## src/common/hub_cfg_pkg.sv

```systemverilog
// Package for the hub feature and serial-configuration register pair.
// Assumes an 8-bit register port driven by the configuration front end.
package hub_cfg_pkg;

    // -------------------------------------------------------------------
    // Register map
    // -------------------------------------------------------------------
    localparam logic [7:0] FEATURE_CFG_ADDR = 8'hF0;
    localparam logic [7:0] SERIAL_STS_ADDR  = 8'hF8;
    localparam logic [7:0] FEATURE_CFG_RST  = 8'h00;
    localparam logic [7:0] SERIAL_STS_RST   = 8'h00;

    // -------------------------------------------------------------------
    // Field positions
    // -------------------------------------------------------------------
    localparam int SSC_OFF_BIT     = 0;
    localparam int DELAY_LSB       = 1;
    localparam int DELAY_MSB       = 3;
    localparam int STATUS_EN_BIT   = 4;
    localparam int CFG_ACTIVE_BIT  = 0;
    localparam int IFACE_RESET_BIT = 1;

    // -------------------------------------------------------------------
    // Timing
    // -------------------------------------------------------------------
    localparam int CLOCK_HZ       = 25_000_000;
    localparam int DELAY_STEP_MS  = 200;
    localparam int DELAY_STEP_CYC = CLOCK_HZ / 1000 * DELAY_STEP_MS;

    typedef enum logic [1:0] {
        CFG_MODE_NONE  = 2'h0,
        CFG_MODE_I2C   = 2'h1,
        CFG_MODE_SMBUS = 2'h3
    } cfg_mode_e;

    typedef struct packed {
        logic       write;
        logic       read;
        logic [7:0] addr;
        logic [7:0] wdata;
    } reg_req_s;

endpackage : hub_cfg_pkg

```

## src/rtl/power_reenable_timer.sv

```systemverilog
// Hold-off timer for re-enabling downstream port power.
// Assumes one clock domain; start is a one-cycle pulse.
`timescale 1ns/100ps
module power_reenable_timer
    import hub_cfg_pkg::*;
#(
    parameter int STEP_CYCLES = DELAY_STEP_CYC
) (
    input  wire logic       clock,
    input  wire logic       srst,
    input  wire logic       start,
    input  wire logic [2:0] steps,
    output logic            busy
);
    initial begin
        if (STEP_CYCLES < 1) $error("STEP_CYCLES must be at least 1");
    end

    logic [31:0] cycleCnt_q, cycleCnt_d;
    logic [2:0]  stepCnt_q, stepCnt_d;
    logic        busy_q, busy_d;

    // -------------------------------------------------------------------
    // Step counting: steps x STEP_CYCLES
    // -------------------------------------------------------------------
    always_comb begin
        cycleCnt_d = cycleCnt_q;
        stepCnt_d  = stepCnt_q;
        busy_d     = busy_q;
        if (start) begin
            stepCnt_d  = steps;
            cycleCnt_d = 32'h0;
            busy_d     = (steps != 3'h0);
        end else if (busy_q) begin
            if (cycleCnt_q == 32'(STEP_CYCLES - 1)) begin
                cycleCnt_d = 32'h0;
                stepCnt_d  = stepCnt_q - 3'h1;
                busy_d     = (stepCnt_q != 3'h1);
            end else begin
                cycleCnt_d = cycleCnt_q + 32'h1;
            end
        end
    end

    always_ff @(posedge clock) begin
        if (srst) begin
            cycleCnt_q <= 32'h0;
            stepCnt_q  <= 3'h0;
            busy_q     <= 1'b0;
        end else begin
            cycleCnt_q <= cycleCnt_d;
            stepCnt_q  <= stepCnt_d;
            busy_q     <= busy_d;
        end
    end

    assign busy = busy_q;

endmodule : power_reenable_timer

```

## src/rtl/hub_feature_and_smbus_cfg_regs.sv

```systemverilog
// Feature configuration and serial-configuration status registers.
// Assumes a byte register port from the EEPROM loader or serial slave.
`timescale 1ns/100ps
// Functional notes
// Delay field bits 3:1 sets the power re-enable wait of value x 200 ms.
// Feature bit 0 set turns the PLL spread spectrum off.
// Feature fields take the EEPROM load and later host overwrites.
// The delay field is writable by loader or host; the last value is used.
// Status bits 7:2 always read zero.
// Setting the interface reset bit restores all registers to reset values.
// The interface reset bit is settable only in SMBus mode.
// The interface reset also sets the configuration-active flag.
// After an interface reset the host rewrites needed registers.
// Interface reset sets on written one and self-clears when done.
// Entering I2C or SMBus mode sets the configuration-active flag.
// The upstream port may not connect while the flag is one.
// In I2C mode the flag clears when I2C mode is left.
// In SMBus mode the host clears the flag to end configuration.
// Writing one clears the flag; writing zero leaves it.
// Feature bit 4 gates the four hub status outputs.
// Software keeps feature bits 7:5 at zero.
module hub_feature_and_smbus_cfg_regs
    import hub_cfg_pkg::*;
#(
    parameter int STEP_CYCLES = DELAY_STEP_CYC
) (
    input  wire logic       clock,
    input  wire logic       srst,
    input  wire reg_req_s   regReq,
    input  wire cfg_mode_e  cfgMode,
    input  wire logic       powerRemoveReq,
    input  wire logic       portPowerWanted,
    input  wire logic [3:0] hubStatusIn,
    output logic [7:0]      regRdata,
    output logic            pllSscOff,
    output logic            portPowerEnableOut,
    output logic            upstreamConnectAllow,
    output logic            highspeedUpStatus,
    output logic            highspeedSuspendStatus,
    output logic            superspeedUpStatus,
    output logic            superspeedSuspendStatus
);
    logic [7:0] featureCfg_q, featureCfg_d;
    logic       cfgInProgress_q, cfgInProgress_d;
    logic       ifaceReset_q, ifaceReset_d;
    cfg_mode_e  mode_q;
    logic [7:0] rdata_q, rdata_d;
    logic       pwrOut_q, pwrOut_d;
    logic       connect_q, connect_d;
    logic [3:0] status_q, status_d;
    logic       sscOff_q;
    logic       wrFeature, wrStatus, delayBusy, enteredMode, leftI2c;

    // Refuse a step length the hold-off timer cannot count
    initial begin
        if (STEP_CYCLES < 1) $error("STEP_CYCLES must be at least 1");
    end

    assign wrFeature = regReq.write && regReq.addr == FEATURE_CFG_ADDR;
    assign wrStatus  = regReq.write && regReq.addr == SERIAL_STS_ADDR;
    assign enteredMode = (cfgMode != CFG_MODE_NONE) && (cfgMode != mode_q);
    assign leftI2c = (mode_q == CFG_MODE_I2C) && (cfgMode != CFG_MODE_I2C);

    // -------------------------------------------------------------------
    // Register state
    // -------------------------------------------------------------------
    always_comb begin
        featureCfg_d    = featureCfg_q;
        cfgInProgress_d = cfgInProgress_q;
        ifaceReset_d    = 1'b0;
        if (ifaceReset_q) begin
            featureCfg_d    = FEATURE_CFG_RST;
            cfgInProgress_d = 1'b1;
        end else begin
            if (wrFeature) begin
                featureCfg_d = regReq.wdata;
            end
            if (wrStatus && regReq.wdata[CFG_ACTIVE_BIT]) begin
                cfgInProgress_d = 1'b0;
            end
            if (leftI2c) begin
                cfgInProgress_d = 1'b0;
            end
            if (enteredMode) begin
                cfgInProgress_d = 1'b1;
            end
            if (wrStatus && regReq.wdata[IFACE_RESET_BIT]
                && mode_q == CFG_MODE_SMBUS) begin
                ifaceReset_d = 1'b1;
            end
        end
    end

    always_ff @(posedge clock) begin
        if (srst) begin
            featureCfg_q    <= FEATURE_CFG_RST;
            cfgInProgress_q <= SERIAL_STS_RST[CFG_ACTIVE_BIT];
            ifaceReset_q    <= SERIAL_STS_RST[IFACE_RESET_BIT];
            mode_q          <= CFG_MODE_NONE;
        end else begin
            featureCfg_q    <= featureCfg_d;
            cfgInProgress_q <= cfgInProgress_d;
            ifaceReset_q    <= ifaceReset_d;
            mode_q          <= cfgMode;
        end
    end

    // -------------------------------------------------------------------
    // Power re-enable delay
    // -------------------------------------------------------------------
    power_reenable_timer #(
        .STEP_CYCLES (STEP_CYCLES)
    ) u_timer (
        .clock (clock),
        .srst  (srst),
        .start (powerRemoveReq),
        .steps (featureCfg_q[DELAY_MSB:DELAY_LSB]),
        .busy  (delayBusy)
    );

    // -------------------------------------------------------------------
    // Outputs and read data
    // -------------------------------------------------------------------
    always_comb begin
        rdata_d = rdata_q;
        if (regReq.read) begin
            unique case (regReq.addr)
                FEATURE_CFG_ADDR: rdata_d = featureCfg_q;
                SERIAL_STS_ADDR:  rdata_d = {6'h00, ifaceReset_q,
                                             cfgInProgress_q};
                default:          rdata_d = 8'h00;
            endcase
        end
        pwrOut_d  = portPowerWanted && !delayBusy && !powerRemoveReq;
        connect_d = !cfgInProgress_d;
        status_d  = featureCfg_d[STATUS_EN_BIT] ? hubStatusIn : 4'h0;
    end

    always_ff @(posedge clock) begin
        if (srst) begin
            rdata_q   <= 8'h00;
            pwrOut_q  <= 1'b0;
            connect_q <= 1'b0;
            status_q  <= 4'h0;
            sscOff_q  <= 1'b0;
        end else begin
            rdata_q   <= rdata_d;
            pwrOut_q  <= pwrOut_d;
            connect_q <= connect_d;
            status_q  <= status_d;
            sscOff_q  <= featureCfg_d[SSC_OFF_BIT];
        end
    end

    assign regRdata                = rdata_q;
    assign pllSscOff               = sscOff_q;
    assign portPowerEnableOut      = pwrOut_q;
    assign upstreamConnectAllow    = connect_q;
    assign highspeedUpStatus       = status_q[0];
    assign highspeedSuspendStatus  = status_q[1];
    assign superspeedUpStatus      = status_q[2];
    assign superspeedSuspendStatus = status_q[3];

endmodule : hub_feature_and_smbus_cfg_regs

```

## config.mk

```make
export PLATFORM = sky130hd
export DESIGN_NAME = hub_feature_and_smbus_cfg_regs
export DESIGN_NICKNAME = d
export VERILOG_FILES = /design/src/common/hub_cfg_pkg.sv /design/src/rtl/power_reenable_timer.sv /design/src/rtl/hub_feature_and_smbus_cfg_regs.sv
export SDC_FILE = /design/constraint.sdc
export NUM_CORES = 1
export LEC_CHECK = 0
export BUFFER_PORTS_ARGS = -buffer_cell sky130_fd_sc_hd__buf_2
export CORE_MARGIN = 5
export CORE_UTILIZATION = 40
export CTS_CLUSTER_DIAMETER = 30
export DETAILED_ROUTE_END_ITERATION = 8
export HOLD_SLACK_MARGIN = 0.03
export PLACE_DENSITY_LB_ADDON = 0.3
export SYNTH_ARGS = -nofsm -noshare
export SYNTH_HDL_FRONTEND = slang
export SYNTH_SLANG_ARGS = --single-unit
```

## constraint.sdc

```tcl
create_clock -name clock -period 1.8 [get_ports clock]
set_input_delay 0 -clock clock [delete_from_list [all_inputs] [get_ports clock]]
set_output_delay 0 -clock clock [all_outputs]
set_load 0.01 [all_outputs]
```

==> flow_summary.ini <==
[sta]
fin_ws_ns = -0.00721
setup_violations = 1
post-route-period-util_pct = 100
rsz0062_at_grt = true
worst_pin_slew_ns = 0.416
relSlewSlack_pct = 71.5
layout_min_cycle_time_ns = 1.81
fmax_ghz = 0.553
final_hold_viol_count = 0
clock_skew_ns = 0.00939
slew_violations = 0

[synth]
yosysWarnings = 0
synth_nets = 350
ys_seq_area_share_pct = 44.4
synth-main-ff-cell = dfxtp_1
synth_top_cell_by_area = dfxtp_1
synth_edf_count = 0
synth-async-reset-ratio_pct = 0
synth_area_per_cell_um2 = 8.76
yosys-top-cells-area = dfxtp_1, a21oi_1, nor2_1, mux2i_1, nand4_1
synthDistinctLibCells = 41
yosysTopAreaCellShare_pct = 44.4
ys_ff_latch = 62
syn_area_um2 = 2790
synthCells = 319

[route]
drt_iter0_drc = 118
totalWireLength_mm = 7.08
wl_per_cell_um = 13.6
first_pass_iters = 4
via_per_inst = 5.25
vias = 2724
drc = 0
ant_nets = 0

[clock_tree]
clk_pin_slew_ns = 0.07
cts_tree = built
cts_htree_levels = 3
cts_buffer_depth = 2
cts_buffers = 9
root_buffer = clkbuf_8
insertion_delay_ns = 0.34
cts_sinks = 62

[pwr]
p_leak_nw = 1.49
ir_drop_mv = 0.381
total_power_mw = 2.90
power_density_nw_per_um2 = 729

[cells_and_area]
layout-area-overhead-vs-synth_pct = 42.1
num-nets-final = 449
final_util_pct = 58.4
drive_gt1_share_pct = 31.2
diodes = 0

[critical_path]
cp_cell_sequence = nand4_1 > or4_4 > buf_6 > or4_1 > a21oi_1
crit_start = u_timer.cycleCnt_q[4]
crit_buf_inv = 1
crit_fanout = 6
worstPathArrival_ns = 2.09
crit_family = simple AND/OR/NAND/NOR gates
rrSetupSlack_ns = -0.007
worst-path-stages = 5
cp-end-kind = flop
critPathKind = reg -> reg
slowest_stage = or4_4
reg2reg_depth = 5
rr_endpoint = u_timer.cycleCnt_q[21]
crit_end = u_timer.cycleCnt_q[21]
reg2reg_from = u_timer.cycleCnt_q[4]
cp-start-kind = flop
cpPeakStageDelay_ns = 0.55
critPathRequiredTime_ns = 2.08

[die]
start_util_pct = 41.1
fp-row-count = 30
io_pins = 43
fp.dieW_um = 93.6
die-area_um2 = 8760
die_h_um = 93.6
core_area_um2 = 6790

[job]
drv_cap = 0

[global_routing]
grt_usage_pct = 16.9
grt_pass1_vias = 2697
grt_overflow = 0
grt_pass1_wl_mm = 11.9
antenna_found_initial = 0
grt_max_degree = 33

[min_path]
hold_class = in -> reg

[run_status]
violations = setup timing
status = finished with violations

[placed_design]
dp_hpwl_mm = 4.73
io_buffers = 42
routabilityCongestion = 0.889
## metal layers
| layer | wire length (um) | track usage [%] | vias up |
|---|---|---|---|
| li1 | - | - | 1363 |
| met1 | 3110 | 19.8 | 1285 |
| met2 | 3440 | 28.5 | 61 |
| met3 | 385 | 5.47 | 15 |
| met4 | 149 | 6.50 | 0 |
| met5 | 0 | 0 | - |
## layout by cell type (no fill, tap or decap), types with 2 or more instances in the layout
cell type	n
ha_1	2
a21oi_1	25
nor4b_4	2
nor2_1	34
nor4bb_4	2
mux2_2	2
dlygate4sd3_1	19
clkbuf_8	9
buf_6	5
nor3_1	7
dfxtp_1	51
clkinv_4	2
bufinv_16	2
buf_2	42
nand3_1	12
o31ai_1	7
or4_1	8
nor4_1	3
nand4_1	13
nor2b_1	8
o21ai_0	11
mux2i_1	9
and4_1	3
or3_1	8
nand2b_1	3
nor4b_2	2
a211o_1	2
inv_1	9
nor4b_1	2
buf_4	38
o31a_1	3
xor2_1	9
dfxtp_2	11
xnor2_1	5
and3_1	7
nor3b_1	4
nand2_1	19
## layout make-up
cell class / count / area, um^2
fillers: 589 / 2820
multi-input cells: 231 / 1580
flip-flops and latches: 62 / 1250
repair buffers: 105 / 762
clock buffers: 10 / 128
well taps: 96 / 120
clock inverters: 6 / 93.8
inverters: 9 / 33.8
## worst min path at each step
stage | start | to | cells after the start
6_report | srst | regRdata[3] | 2
5_1_grt | srst | regRdata[4] | 2
4_1_cts | srst | regRdata[3] | 2
3_5_place_dp | regReq[5] | featureCfg_q[5] | 3
3_3_place_gp | regReq[3] | featureCfg_q[3] | 3
2_1_floorplan | cfgMode[0] | mode_q[0] | 1
## cell usage after synthesis, types with 4 or more instances
cell and number:
clkbuf_1 13, nor4b_1 6, dfxtp_1 62, xor2_1 9
nor3_1 7, or3_1 9, o31ai_1 9, and4_1 4
inv_1 9, xnor2_1 5, a21oi_1 26, nand3_1 12
and3_1 8, nand2_1 19, nor3b_1 4, nor2b_1 8
nand4_1 13, mux2i_1 9, or4_1 9, nor2_1 34
o21ai_0 11
## registers in the layout, indices dropped and copies added (netlist names)
name / cells
u_timer.cycleCnt_q: 32
featureCfg_q: 8
regRdata: 8
status_q: 4
u_timer.stepCnt_q: 3
mode_q: 2
cfgInProgress_q: 1
ifaceReset_q: 1
portPowerEnableOut: 1
u_timer.busy: 1
upstreamConnectAllow: 1
## timing repair
action | 4_1_cts | 5_1_grt
gates cloned | 1 | 0
buffers inserted | 3 | 2
setup endpoints to repair | 25 | 34
pin swaps | 18 | 8
hold buffers | 19 | 0
endpoints found under the hold margin | 20 | 0
resized for setup | 13 | 18
## report_power, final
group / switching, mW / internal (mW) / total, mW
registers: 0.00631 / 1.38 / 1.39
logic: 0.0703 / 0.0771 / 0.147
clock network: 0.572 / 0.789 / 1.36
total: 0.648 / 2.25 / 2.90
## per-stage QoR
stage / TNS (ns) / hold slack, ns / worst slack (ns) / cells / instance area (um^2)
finish: -0.00721 / 0.0579 / -0.00721 / 519 / 3970
global route: -0.683 / 0.0575 / -0.0869 / 519 / 3970
CTS: -0.0465 / 0.0485 / -0.0202 / 517 / 3870
detailed placement: -0.477 / 0.242 / -0.0965 / 478 / 3380
global placement: -0.130 / 0.236 / -0.0365 / 478 / 3380
floorplan: 0 / 0.128 / 0.00484 / 319 / 2810
## kinds of logic (layout without fill, tap and decap cells)
group / count (synthesis) / after routing / share of synthesized area, %
buffers and inverters: 26 / 130 / 3.58
XOR/XNOR: 14 / 14 / 4.39
flip-flops: 62 / 62 / 44.4
AND/OR/NAND/NOR: 147 / 147 / 30.0
adder cells (fa/ha/maj): 3 / 3 / 1.34
AO/OA/AOI/OAI: 56 / 56 / 12.2
multiplexers: 11 / 11 / 4.03
Power figures use the tool's default switching activity.
